[src/hdl/serial_io_bit_pkg.sv]
// shared constants and types for the serial gpio output and interrupt block
package serial_io_bit_pkg;
  localparam int NUM_PORTS = 32;
  localparam int BITS_PER_PORT = 4;
  localparam int NUM_BITS = 128;
  localparam int ACT_PORTS = 11;
  localparam int CLK_MHZ = 100;
  localparam int BLINK_TICK_US = 25000;
  localparam int BLINK_TICK_CYCLES = BLINK_TICK_US * CLK_MHZ;
  localparam int STRETCH_MS = 100;
  localparam int STRETCH_CYCLES = STRETCH_MS * 1000 * CLK_MHZ;
  localparam int CNT_W = 24;
  localparam int ADDR_W = 10;
  // register byte addresses
  localparam logic [9:0] GEN_CFG_ADDR = 10'h000;
  localparam logic [9:0] PORT_IRQ_EN_ADDR = 10'h004;
  localparam logic [9:0] INPUT_POL_BASE = 10'h010;
  localparam logic [9:0] TRIG_LOW_BASE = 10'h020;
  localparam logic [9:0] TRIG_HIGH_BASE = 10'h030;
  localparam logic [9:0] RAW_BASE = 10'h040;
  localparam logic [9:0] STICKY_BASE = 10'h050;
  localparam logic [9:0] IDENT_BASE = 10'h060;
  localparam logic [9:0] PORT_CFG_BASE = 10'h100;
  // general config field positions, per-bit config stride and burst rate code
  localparam int BLINK0_LSB = 0;
  localparam int BLINK1_LSB = 2;
  localparam int BLINK_RST_BIT = 4;
  localparam int POS_EN_LSB = 8;
  localparam int BIT_CFG_W = 8;
  localparam logic [1:0] RATE_BURST = 2'h3;
  typedef enum logic [2:0] {
    SRC_STATIC0, SRC_STATIC1, SRC_BLINK0, SRC_BLINK1,
    SRC_ACT_B0, SRC_ACT_B1, SRC_ACT_INV_B0, SRC_ACT_INV_B1
  } out_src_type;
  typedef enum logic [1:0] {TRIG_LEVEL, TRIG_ANY, TRIG_FALL, TRIG_RISE} trig_type;
  typedef struct packed {
    logic pol;
    logic [1:0] pwm;
    out_src_type src;
  } bit_cfg_type;
  typedef struct packed {
    logic [ADDR_W-1:0] addr;
    logic [31:0] wdata;
    logic wr;
    logic rd;
  } bus_req_type;
endpackage

[src/hdl/serial_io_bit_led_irq.sv]
// serial gpio output value generation, input interrupts and loss-of-signal forwarding
//
// The implementer's own choices: the placing of the registers and the plain strobed port.
`timescale 1ns/100ps
// Functional notes
// RL1: each bit picks static, blink or activity
// RL2: pwm and polarity modify every bit
// RL3: static drives fixed zero or one
// RL4: two independent blink generators, selectable
// RL5: generator zero rates 20/10/5/2.5 Hz
// RL6: generator one code three toggles per burst
// RL7: software reset of shared blink counter
// RL8: ports 0..10 follow port module activity
// RL9: envelope gates blink, off when deasserted
// RL10: activity stretches envelope by 100 ms
// RL11: source select also encodes activity polarity
// RL12: level interrupts from sampled inputs
// RL13: enabled needs port and position enable
// RL14: raw status is polarity-corrected input
// RL15: per-bit trigger level, any, fall, rise
// RL16: sticky status cleared by writing one
// RL17: identity is sticky masked by enables
// RL18: interrupt high while any identity active
// RL19: bit 0 forwarded as loss-of-signal
// RL20: port module local enable gates loss-of-signal
// RL21: overlaid gpio source ignores forwarded value
// RL22: loss-of-signal shares interrupt polarity
// RL23: 32 ports of four bits, in and out
// RL24: pwm combined by and before polarity
// RL25: trigger code 0 level .. 3 rising
module serial_io_bit_led_irq import serial_io_bit_pkg::*; #(
  parameter int TICK_CYCLES = BLINK_TICK_CYCLES,
  parameter int STRETCH_LEN = STRETCH_CYCLES
) (
  input wire logic core_clk,
  input wire logic rst,
  input wire logic ce,
  input wire bus_req_type bus_req,
  output logic [31:0] rdata,
  input wire logic [NUM_BITS-1:0] serial_in,
  input wire logic burst_done,
  input wire logic [2:0] pwm_wave,
  input wire logic [ACT_PORTS-1:0] port_activity,
  input wire logic [ACT_PORTS-1:0] los_local_en,
  input wire logic [ACT_PORTS-1:0] los_gpio_sel,
  input wire logic [ACT_PORTS-1:0] los_gpio_pin,
  output logic [NUM_BITS-1:0] serial_out,
  output logic irq,
  output logic [ACT_PORTS-1:0] los_out
);
  // ==========================================================
  // register bus
  logic [31:0] gen_cfg_reg;
  logic [31:0] per_port_irq_enable;
  logic [NUM_BITS-1:0] input_polarity_sel;
  logic [NUM_BITS-1:0] trigger_mode_low;
  logic [NUM_BITS-1:0] trigger_mode_high;
  logic [NUM_BITS-1:0] irq_raw_status;
  logic [NUM_BITS-1:0] irq_sticky_status;
  logic [NUM_BITS-1:0] irq_identity_vector;
  logic [NUM_BITS-1:0] prev_raw_reg;
  logic [NUM_BITS-1:0] trig_hit;
  logic [NUM_BITS-1:0] irq_en_mask;
  bit_cfg_type bit_cfg [NUM_BITS];
  logic [1:0] blink_gen0_rate;
  logic [1:0] blink_gen1_rate;
  logic blink_counter_reset;
  logic [3:0] per_position_irq_enable;
  logic [1:0] grp;
  logic [4:0] port_idx;
  logic sticky_wr;
  logic [31:0] rdata_next;

  assign blink_gen0_rate = gen_cfg_reg[BLINK0_LSB +: 2];
  assign blink_gen1_rate = gen_cfg_reg[BLINK1_LSB +: 2];
  assign blink_counter_reset = gen_cfg_reg[BLINK_RST_BIT];
  assign per_position_irq_enable = gen_cfg_reg[POS_EN_LSB +: 4];
  assign grp = bus_req.addr[3:2];
  assign port_idx = bus_req.addr[6:2];
  assign sticky_wr = bus_req.wr && (bus_req.addr[9:4] == STICKY_BASE[9:4]);

  always_ff @(posedge core_clk) begin
    if (rst) begin
      gen_cfg_reg <= 32'h0000_0000;
      per_port_irq_enable <= 32'h0000_0000;
      input_polarity_sel <= '0;
      trigger_mode_low <= '0;
      trigger_mode_high <= '0;
    end else if (ce && bus_req.wr) begin
      if (bus_req.addr == GEN_CFG_ADDR) begin
        gen_cfg_reg <= bus_req.wdata & 32'h0000_0F1F;
      end
      if (bus_req.addr == PORT_IRQ_EN_ADDR) begin
        per_port_irq_enable <= bus_req.wdata;
      end
      if (bus_req.addr[9:4] == INPUT_POL_BASE[9:4]) begin
        input_polarity_sel[32*grp +: 32] <= bus_req.wdata;
      end
      if (bus_req.addr[9:4] == TRIG_LOW_BASE[9:4]) begin
        trigger_mode_low[32*grp +: 32] <= bus_req.wdata;
      end
      if (bus_req.addr[9:4] == TRIG_HIGH_BASE[9:4]) begin
        trigger_mode_high[32*grp +: 32] <= bus_req.wdata;
      end
    end
  end

  // per-bit output configuration, one word per port
  always_ff @(posedge core_clk) begin
    if (rst) begin
      for (int i = 0; i < NUM_BITS; i++) begin
        bit_cfg[i] <= '{pol: 1'b0, pwm: 2'h0, src: SRC_STATIC0};
      end
    end else if (ce && bus_req.wr && bus_req.addr[9:8] == PORT_CFG_BASE[9:8]
                 && bus_req.addr[7] == 1'b0) begin
      for (int b = 0; b < BITS_PER_PORT; b++) begin
        bit_cfg[4*port_idx + b] <= bit_cfg_type'(bus_req.wdata[BIT_CFG_W*b +: 6]);
      end
    end
  end

  always_comb begin
    rdata_next = 32'h0000_0000;
    if (bus_req.addr == GEN_CFG_ADDR) begin
      rdata_next = gen_cfg_reg;
    end else if (bus_req.addr == PORT_IRQ_EN_ADDR) begin
      rdata_next = per_port_irq_enable;
    end else if (bus_req.addr[9:4] == INPUT_POL_BASE[9:4]) begin
      rdata_next = input_polarity_sel[32*grp +: 32];
    end else if (bus_req.addr[9:4] == TRIG_LOW_BASE[9:4]) begin
      rdata_next = trigger_mode_low[32*grp +: 32];
    end else if (bus_req.addr[9:4] == TRIG_HIGH_BASE[9:4]) begin
      rdata_next = trigger_mode_high[32*grp +: 32];
    end else if (bus_req.addr[9:4] == RAW_BASE[9:4]) begin
      rdata_next = irq_raw_status[32*grp +: 32];
    end else if (bus_req.addr[9:4] == STICKY_BASE[9:4]) begin
      rdata_next = irq_sticky_status[32*grp +: 32];
    end else if (bus_req.addr[9:4] == IDENT_BASE[9:4]) begin
      rdata_next = irq_identity_vector[32*grp +: 32];
    end else if (bus_req.addr[9:8] == PORT_CFG_BASE[9:8] && bus_req.addr[7] == 1'b0) begin
      for (int b = 0; b < BITS_PER_PORT; b++) begin
        rdata_next[BIT_CFG_W*b +: 6] = bit_cfg[4*port_idx + b];
      end
    end
  end

  always_ff @(posedge core_clk) begin
    if (rst) begin
      rdata <= 32'h0000_0000;
    end else if (ce && bus_req.rd) begin
      rdata <= rdata_next;
    end
  end

  // ==========================================================
  // blink generators
  logic [CNT_W-1:0] tick_cnt_reg;
  // four divider bits so rate code three reaches the slowest blink
  logic [3:0] blink_div_reg;
  logic burst_tog_reg;
  logic [1:0] blink_wave;

  always_ff @(posedge core_clk) begin
    if (rst || (ce && blink_counter_reset)) begin
      tick_cnt_reg <= '0; // RL7
      blink_div_reg <= 4'h0;
    end else if (ce) begin
      if (tick_cnt_reg == CNT_W'(TICK_CYCLES - 1)) begin
        tick_cnt_reg <= '0;
        blink_div_reg <= blink_div_reg + 4'h1;
      end else begin
        tick_cnt_reg <= tick_cnt_reg + CNT_W'(1);
      end
    end
  end

  always_ff @(posedge core_clk) begin
    if (rst) begin
      burst_tog_reg <= 1'b0;
    end else if (ce && burst_done) begin
      burst_tog_reg <= ~burst_tog_reg; // RL6
    end
  end

  // rate code r selects div bit r: 20, 10, 5, 2.5 Hz; generator one code three takes the burst toggle
  assign blink_wave[0] = blink_div_reg[blink_gen0_rate]; // RL5 RL4
  assign blink_wave[1] = (blink_gen1_rate == RATE_BURST) ? burst_tog_reg :
                         blink_div_reg[blink_gen1_rate]; // RL6 RL4

  // ==========================================================
  // activity envelope
  logic [CNT_W-1:0] env_cnt_reg [ACT_PORTS];
  logic [NUM_PORTS-1:0] envelope;

  always_ff @(posedge core_clk) begin
    if (rst) begin
      for (int p = 0; p < ACT_PORTS; p++) begin
        env_cnt_reg[p] <= '0;
      end
    end else if (ce) begin
      for (int p = 0; p < ACT_PORTS; p++) begin
        if (port_activity[p]) begin
          env_cnt_reg[p] <= CNT_W'(STRETCH_LEN); // RL10
        end else if (env_cnt_reg[p] != '0) begin
          env_cnt_reg[p] <= env_cnt_reg[p] - CNT_W'(1);
        end
      end
    end
  end

  always_comb begin
    envelope = '0;
    for (int p = 0; p < ACT_PORTS; p++) begin
      envelope[p] = env_cnt_reg[p] != '0; // RL8
    end
  end

  // ==========================================================
  // output values
  logic [NUM_BITS-1:0] out_next;

  always_comb begin
    for (int i = 0; i < NUM_BITS; i++) begin
      logic m;
      logic env;
      m = 1'b0;
      env = envelope[i/4];
      unique case (bit_cfg[i].src) // RL1
        SRC_STATIC0: m = 1'b0; // RL3
        SRC_STATIC1: m = 1'b1; // RL3
        SRC_BLINK0: m = blink_wave[0];
        SRC_BLINK1: m = blink_wave[1];
        SRC_ACT_B0: m = env & blink_wave[0]; // RL9
        SRC_ACT_B1: m = env & blink_wave[1]; // RL9
        SRC_ACT_INV_B0: m = ~(env & blink_wave[0]); // RL11
        SRC_ACT_INV_B1: m = ~(env & blink_wave[1]); // RL11
      endcase
      if (bit_cfg[i].pwm != 2'h0) begin
        m = m & pwm_wave[bit_cfg[i].pwm - 2'h1]; // RL24 RL2
      end
      out_next[i] = m ^ bit_cfg[i].pol; // RL2
    end
  end

  always_ff @(posedge core_clk) begin
    if (rst) begin
      serial_out <= '0;
    end else if (ce) begin
      serial_out <= out_next; // RL23
    end
  end

  // ==========================================================
  // interrupts
  assign irq_raw_status = serial_in ^ input_polarity_sel; // RL14 RL12

  always_comb begin
    for (int i = 0; i < NUM_BITS; i++) begin
      unique case (trig_type'({trigger_mode_high[i], trigger_mode_low[i]})) // RL25 RL15
        TRIG_LEVEL: trig_hit[i] = irq_raw_status[i];
        TRIG_ANY: trig_hit[i] = irq_raw_status[i] ^ prev_raw_reg[i];
        TRIG_FALL: trig_hit[i] = prev_raw_reg[i] & ~irq_raw_status[i];
        TRIG_RISE: trig_hit[i] = ~prev_raw_reg[i] & irq_raw_status[i];
      endcase
      irq_en_mask[i] = per_port_irq_enable[i/4] & per_position_irq_enable[i%4]; // RL13
    end
  end

  always_ff @(posedge core_clk) begin
    if (rst) begin
      prev_raw_reg <= '0;
      irq_sticky_status <= '0;
    end else if (ce) begin
      prev_raw_reg <= irq_raw_status;
      // a new hit wins over a clear in the same cycle
      irq_sticky_status <= (irq_sticky_status &
        ~(sticky_wr ? (NUM_BITS'(bus_req.wdata) << (32*grp)) : '0)) | trig_hit; // RL16
    end
  end

  assign irq_identity_vector = irq_sticky_status & irq_en_mask; // RL17

  always_ff @(posedge core_clk) begin
    if (rst) begin
      irq <= 1'b0;
    end else if (ce) begin
      irq <= |irq_identity_vector; // RL18 RL12
    end
  end

  // ==========================================================
  // loss of signal
  logic [ACT_PORTS-1:0] pin_s1, pin_s2, pin_s3, pin_filt;

  always_ff @(posedge core_clk) begin
    if (rst) begin
      pin_s1 <= '0;
      pin_s2 <= '0;
      pin_s3 <= '0;
      pin_filt <= '0;
    end else if (ce) begin
      pin_s1 <= los_gpio_pin;
      pin_s2 <= pin_s1;
      pin_s3 <= pin_s2;
      for (int p = 0; p < ACT_PORTS; p++) begin
        if (pin_s2[p] == pin_s3[p]) begin
          pin_filt[p] <= pin_s3[p];
        end
      end
    end
  end

  always_ff @(posedge core_clk) begin
    if (rst) begin
      los_out <= '0;
    end else if (ce) begin
      for (int p = 0; p < ACT_PORTS; p++) begin
        los_out[p] <= los_local_en[p] & // RL20
          (los_gpio_sel[p] ? pin_filt[p] : irq_raw_status[4*p]); // RL21 RL19 RL22
      end
    end
  end
endmodule

[config.mk]
export PLATFORM = sky130hd
export DESIGN_NAME = serial_io_bit_led_irq
export DESIGN_NICKNAME = d
export VERILOG_FILES = /design/src/hdl/serial_io_bit_pkg.sv /design/src/hdl/serial_io_bit_led_irq.sv
export SDC_FILE = /design/constraint.sdc
export NUM_CORES = 2
export LEC_CHECK = 0
export BUFFER_PORTS_ARGS = -buffer_cell sky130_fd_sc_hd__buf_2
export CORE_UTILIZATION = 54
export DETAILED_ROUTE_END_ITERATION = 10
export PLACE_DENSITY = 0.71
export SLEW_MARGIN = 20
export SYNTH_ARGS = -nofsm -noshare
export SYNTH_HDL_FRONTEND = slang
export SYNTH_SLANG_ARGS = --single-unit
[constraint.sdc]
create_clock -name core_clk -period 6.1 [get_ports core_clk]
set_clock_uncertainty 0.05 [all_clocks]
set_input_delay 1.22 -clock core_clk [delete_from_list [all_inputs] [get_ports core_clk]]
set_output_delay 1.22 -clock core_clk [all_outputs]
set_load 0.02 [all_outputs]
After elaboration in Yosys (flattened, before gate mapping)
Memory sizes are Yosys's and may differ from the RTL's.
Cells that the tools add are included.

operators by class
  $add $sub $neg = 145
  reduce and logical (&&, ||, !) cells = 595
  bitwise gates (word level) = 1108
  equal/unequal tests = 1301
  muxes and demuxes = 818
  order comparisons = 130
  shift operators = 9

operators by type and width
  kind                                                                   count
  3-bit equality test, second input constant                             512
  1-bit one-hot mux with 4 select lines                                  212
  3-bit by 2-bit equality test with 1-bit output, second input constant  256
  128-bit by 8-bit indexed part select with 32-bit output                6
  24-bit two-way mux                                                     23
  1-bit AND                                                              545
  2-bit equality test, second input constant                             257
  3-bit OR reduction                                                     168
  2-bit by 3-bit < comparator with 1-bit output, second input constant   130
  128-bit bitwise mux                                                    3
  3-bit by 1-bit equality test with 1-bit output, second input constant  128
  3-bit zero test                                                        128
  1-bit two-way mux                                                      378
  1-bit one-hot mux with 8 select lines                                  44
  1-bit inverter                                                         280
  24-bit nonzero test                                                    11
  24-bit by 1-bit subtractor with 24-bit output, second input constant   11
  1-bit binary-select mux with 2-bit select                              130
  2-bit by 1-bit equality test with 1-bit output, second input constant  129
  128-bit AND                                                            2
  2-bit zero test                                                        128
  2-bit nonzero test                                                     128
  2-bit by 1-bit subtractor with 2-bit output, second input constant     128
  1-bit XOR                                                              256
  other kinds (29)                                                       113

storage, ports and cells
  logic and storage cells = 4136
  memories kept = 2
  bits in writable memories = 1032
  input bits = 223
  register bits after elaboration = 926

memories
  name         depth  bits a word  rd ports  clocked after memory_dff  wr ports  line                          text
  bit_cfg      128    6            132       0                         128       serial_io_bit_led_irq.sv:64   bit_cfg_type bit_cfg [NUM_BITS];
  env_cnt_reg  11     24           11        0                         11        serial_io_bit_led_irq.sv:192  logic [CNT_W-1:0] env_cnt_reg [ACT_PORTS];

Longest topological paths before layout
  word-level depth = 11
  mapped depth = 15
  depth with buffers taken out = 8

Worst setup path after synthesis
Ideal clock, no wire load.

  path type = input -> register
  from = input bus_req[36] in the netlist's numbering
  to = memory bit_cfg[40][0] in the netlist's numbering, enable pin
  required time = 5612 ps
  setup slack = 1324 ps
  stages = 7
  library setup time = 438 ps
  arrival time = 4287 ps
  path through = buf_4 > buf_6 > buf_6 > buf_6 > nor4_1 > nand2_1 > o21ai_0

RTL lines
  element          line                         text
  start, declared  serial_io_bit_led_irq.sv:38  input wire bus_req_type bus_req,
  end, declared    serial_io_bit_led_irq.sv:64

Worst setup path after layout
  from = input bus_req[36] in the netlist's numbering
  to = register rdata[28]

between the ends
  word-level cells in the longest chain between the ends = 11

RTL lines
  element                                 line                          text
  7-bit by 2-bit adder with 7-bit output  serial_io_bit_led_irq.sv:142  rdata_next[BIT_CFG_W*b +: 6] = bit_cfg[4*port_idx + b];
  memory read 128 x 6 bit                 n/a
  6-bit two-way mux                       serial_io_bit_led_irq.sv:140  end else if (bus_req.addr[9:8] == PORT_CFG_BASE[9:8] && bus_req.addr[7] == 1'b0) begin
  6-bit two-way mux                       serial_io_bit_led_irq.sv:138  end else if (bus_req.addr[9:4] == IDENT_BASE[9:4]) begin
  32-bit two-way mux                      serial_io_bit_led_irq.sv:136  end else if (bus_req.addr[9:4] == STICKY_BASE[9:4]) begin
  32-bit two-way mux                      serial_io_bit_led_irq.sv:134  end else if (bus_req.addr[9:4] == RAW_BASE[9:4]) begin
  32-bit two-way mux                      serial_io_bit_led_irq.sv:132  end else if (bus_req.addr[9:4] == TRIG_HIGH_BASE[9:4]) begin
  32-bit two-way mux                      serial_io_bit_led_irq.sv:130  end else if (bus_req.addr[9:4] == TRIG_LOW_BASE[9:4]) begin
  32-bit two-way mux                      serial_io_bit_led_irq.sv:128  end else if (bus_req.addr[9:4] == INPUT_POL_BASE[9:4]) begin
  32-bit two-way mux                      serial_io_bit_led_irq.sv:126  end else if (bus_req.addr == PORT_IRQ_EN_ADDR) begin
  32-bit two-way mux *                    serial_io_bit_led_irq.sv:124  if (bus_req.addr == GEN_CFG_ADDR) begin
  end signal, assigned                    serial_io_bit_led_irq.sv:151  rdata <= rdata_next;
  end, declared                           serial_io_bit_led_irq.sv:39   output logic [31:0] rdata,

Mark *: on every way between the ends. The rest lies on a longest branch, timed or not.
A chain may end at the register's enable or synchronous reset.

==> flow_metrics.tcl <==
set metrics [dict create \
    fmax_ghz 0.237 \
    total_power_mw 32.5 \
    effective_utilization_at_floorplan 0.545 \
    nets 11800 \
    synthXorXnorAreaFrac 0.0375 \
    global_route.overflow_total 0 \
    worstSetupStartpoint "bus_req[36]" \
    yosys-mux-area-fraction 0.123 \
    tightest_slew_ps 1300 \
    largest_cells_by_area_after_synthesis "edfxtp_1, dfxtp_1, mux4_2" \
    layout_worst_path_cycle_share 0.691 \
    number_of_flops_mapped_to_enable_cells_by_yosys 1032 \
    groute.layer.met3.usage 0.0899 \
    reg2reg_to "env_cnt_reg[9][23]" \
    cp_slowest_stage_delay_ps 930 \
    yosysWarningCount 0 \
    number_of_global_route_vias_before_repair 87400 \
    synth_adder_area_share 0.0506 \
    postRouteAntennaNets 0 \
    grt_max_degree 232 \
    yosys.area.top_type_share 0.280 \
    max-slew-margin-rel 0.125 \
    grt_antenna_before_repair 38 \
    synth_cell_types 87 \
    timing.rr.start "env_cnt_reg[9][0]" \
    globalRouteMet1Util 0.480 \
    max_ffs_per_register 768 \
    worstHoldEndpoint "los_out[0]" \
    number_of_buffers_created_by_cts 209 \
    timing.setup.critical_path_class "in2reg" \
    whs_path_depth 2 \
    hold_buffers 0 \
    syn-cell-area_sq_um 111000 \
    syn_nets 11800 \
    via_per_inst 6.60 \
    total_wirelength_of_the_detailed_routed_design_mm 399 \
    cts_root_buf "clkbuf_16" \
    cts_sinks 1958 \
    synth_compound_area_frac 0.124 \
    die_y_um 454 \
    flip_flop_and_latch_count_after_synthesis 1958 \
    hold_path_startpoint "los_out[0]" \
    floorplan.core_area_sq_um 203000 \
    area_added_between_synthesis_and_finish_pct 10.5 \
    synthSimpleGateAreaFrac 0.160 \
    number_of_buffers_inserted_to_repair_setup_after_cts 0 \
    cp.required_ps 6800 \
    wire_length_of_the_first_global_routing_pass_mm 580 \
    cp.arrival_ps 4910 \
    place_hpwl_mm 272 \
    gp_congestion 1.03 \
    post_synth_inst_count 11100 \
    grt_busiest_layer "met2" \
    critical_path.cell_chain "buf_8, buf_4, mux4_2, nor2b_1, a211oi_1, a21oi_1, a221oi_1, o21ai_0" \
    placement.io_buffers 394 \
    die_area_sq_um 206000 \
    vias 92700 \
    finalSetupViolations 0 \
    final_period_minus_worst_setup_slack_ps 4210 \
    final_layout_size_suffix_gt1_frac 0.140 \
    post_cts_resize_count 0 \
    cts_tree "done" \
    synth.cells.most_frequent "nor2_1, edfxtp_1, dfxtp_1" \
    path_max_fanout 62 \
    vdd.ir_drop.worst_mv 0.326 \
    critical-path-slowest-cell "a221oi_1" \
    primary_ff_master_synth "edfxtp_1" \
    post-route-drc-count 0 \
    syn_avg_cell_area_sq_um 9.93 \
    setup.worst_path.start_class "input port" \
    hold_path.class "reg2reg" \
    drt_pre_antenna_iters 7 \
    combinational_family_with_the_most_area_after_synthesis "simple AND/OR/NAND/NOR gates" \
    clk_path_buf_depth 3 \
    num_rows 165 \
    power_density_of_the_placed_cells_nw_per_um2 266 \
    timing.setup.tns_ps 0 \
    synthDominantAreaCellType "edfxtp_1" \
    synth_most_common_cell "nor2_1" \
    ys_async_sr_fraction 0 \
    num_io_pins 395 \
    skew_pair_late_insertion_delay_ps 910 \
    regToRegSetupSlack_ps 1970 \
    met2_usage 0.561 \
    post_drt_wl_per_cell_um 28.4 \
    reg2reg_depth 7 \
    timing_hold_violations_final 0 \
    count_of_maximum_capacitance_violations 0 \
    htree_levels 4 \
    slew_violations 0 \
    p_leak_nw 46.4 \
    clk_pin_slew_ps 70 \
    crit_path_end_kind "register" \
    result_of_the_run "complete, no violations" \
    gr-usage-all-layers 0.378 \
    horizontal_extent_of_the_die_um 454 \
    first_iter_violations 12600 \
    rsz0062_at_grt "false" \
    seq_area_frac_synth 0.448 \
]
==> placed cells by master, fill, tap and decap left out, types with 26 or more instances in the layout <==
cell / synthesis / final
mux2i_1: 250 / 250
inv_1: 803 / 803
clkbuf_1: 631 / 60
mux4_2: 424 / 422
edfxtp_1: 1032 / 1032
a31oi_1: 112 / 112
o21ai_0: 329 / 296
diode_2: 0 / 26
o21ai_2: 0 / 32
nand4_1: 57 / 57
ha_1: 412 / 411
nor3_1: 505 / 504
and2_1: 789 / 785
dfxtp_1: 926 / 926
nor2b_1: 40 / 40
a21oi_1: 856 / 856
buf_4: 19 / 191
mux2_2: 137 / 137
a22oi_1: 65 / 65
maj3_1: 44 / 44
o31ai_1: 32 / 31
a221oi_1: 32 / 32
buf_2: 106 / 385
a311oi_1: 48 / 48
o22ai_1: 184 / 184
or3_1: 51 / 51
xor2_1: 188 / 188
a221o_1: 96 / 96
clkbuf_16: 0 / 217
nand3_1: 130 / 116
xnor2_1: 285 / 284
clkbuf_8: 0 / 34
or4_1: 30 / 30
nand2_1: 787 / 786
nor4_1: 65 / 62
clkinv_2: 0 / 26
a211oi_1: 283 / 283
nor2_1: 1063 / 1058
==> worst max-delay path, delay by kind of cell <==
family                 cells  cell delay, ps
multiplexers               1             600
AND/OR/NAND/NOR            1             160
AO/OA/AOI/OAI              4            1860
buffers and inverters      2            1000
==> worst max path at each step <==
stage	to	slack, ps	cells past startpoint
3_3_place_gp	rdata[20]	1320	8
4_1_cts	env_cnt_reg[3][21]	2060	6
6_report	rdata[28]	1890	8
2_1_floorplan	bit_cfg[40][0]	1320	7
3_5_place_dp	rdata[28]	1240	8
5_1_grt	env_cnt_reg[2][20]	1770	4
==> cells by family (layout without fill, tap and decap cells) <==
kind of cell	count (synthesis)	in the layout
muxes	811	811
and+or+nand+nor	3640	3640
other	0	26
xor gates and xnor gates	473	473
AOI/OAI and AO/OA	2203	2203
adders and majority gates	456	456
DFF	1958	1958
buffers and inverters	1590	1803
==> final cells by class <==
type	count	area, sq um
fill	16600	80600
multi-input combinational	7583	55200
sequential	1958	49500
clock buffer	313	6140
timing repair buffer	603	3880
tap	2672	3340
inverter	806	3030
clock inverter	81	972
antenna	26	65.1
==> where the power goes <==
part	total (mW)	leakage, nW	internal (mW)	switching [mW]
clock network	13.3	3.48	7.65	5.65
logic	4.11	25.3	1.41	2.70
registers	15.1	17.7	14.5	0.583
total	32.5	46.4	23.5	8.93
==> metal layers <==
layer  part of all wire  wire [um]  up-vias
met5            0.00026        105        -
met4              0.086      34500       18
met3               0.12      47100     1401
met2               0.43     173000     6049
met1               0.36     145000    45100
li1                   -          -    40100
==> stage by stage <==
step	cells	util	setup WS, ps	instance area, sq um	hold slack (ps)
after detailed placement	13600	0.567	1240	115000	400
after global routing	14000	0.602	1770	122000	432
final	14000	0.602	1890	122000	410
after global placement	13600	0.567	1320	115000	389
after CTS	14000	0.602	2060	122000	409
after floorplan	11100	-	1320	111000	386
Note: power is estimated with default switching activity, not from simulation.
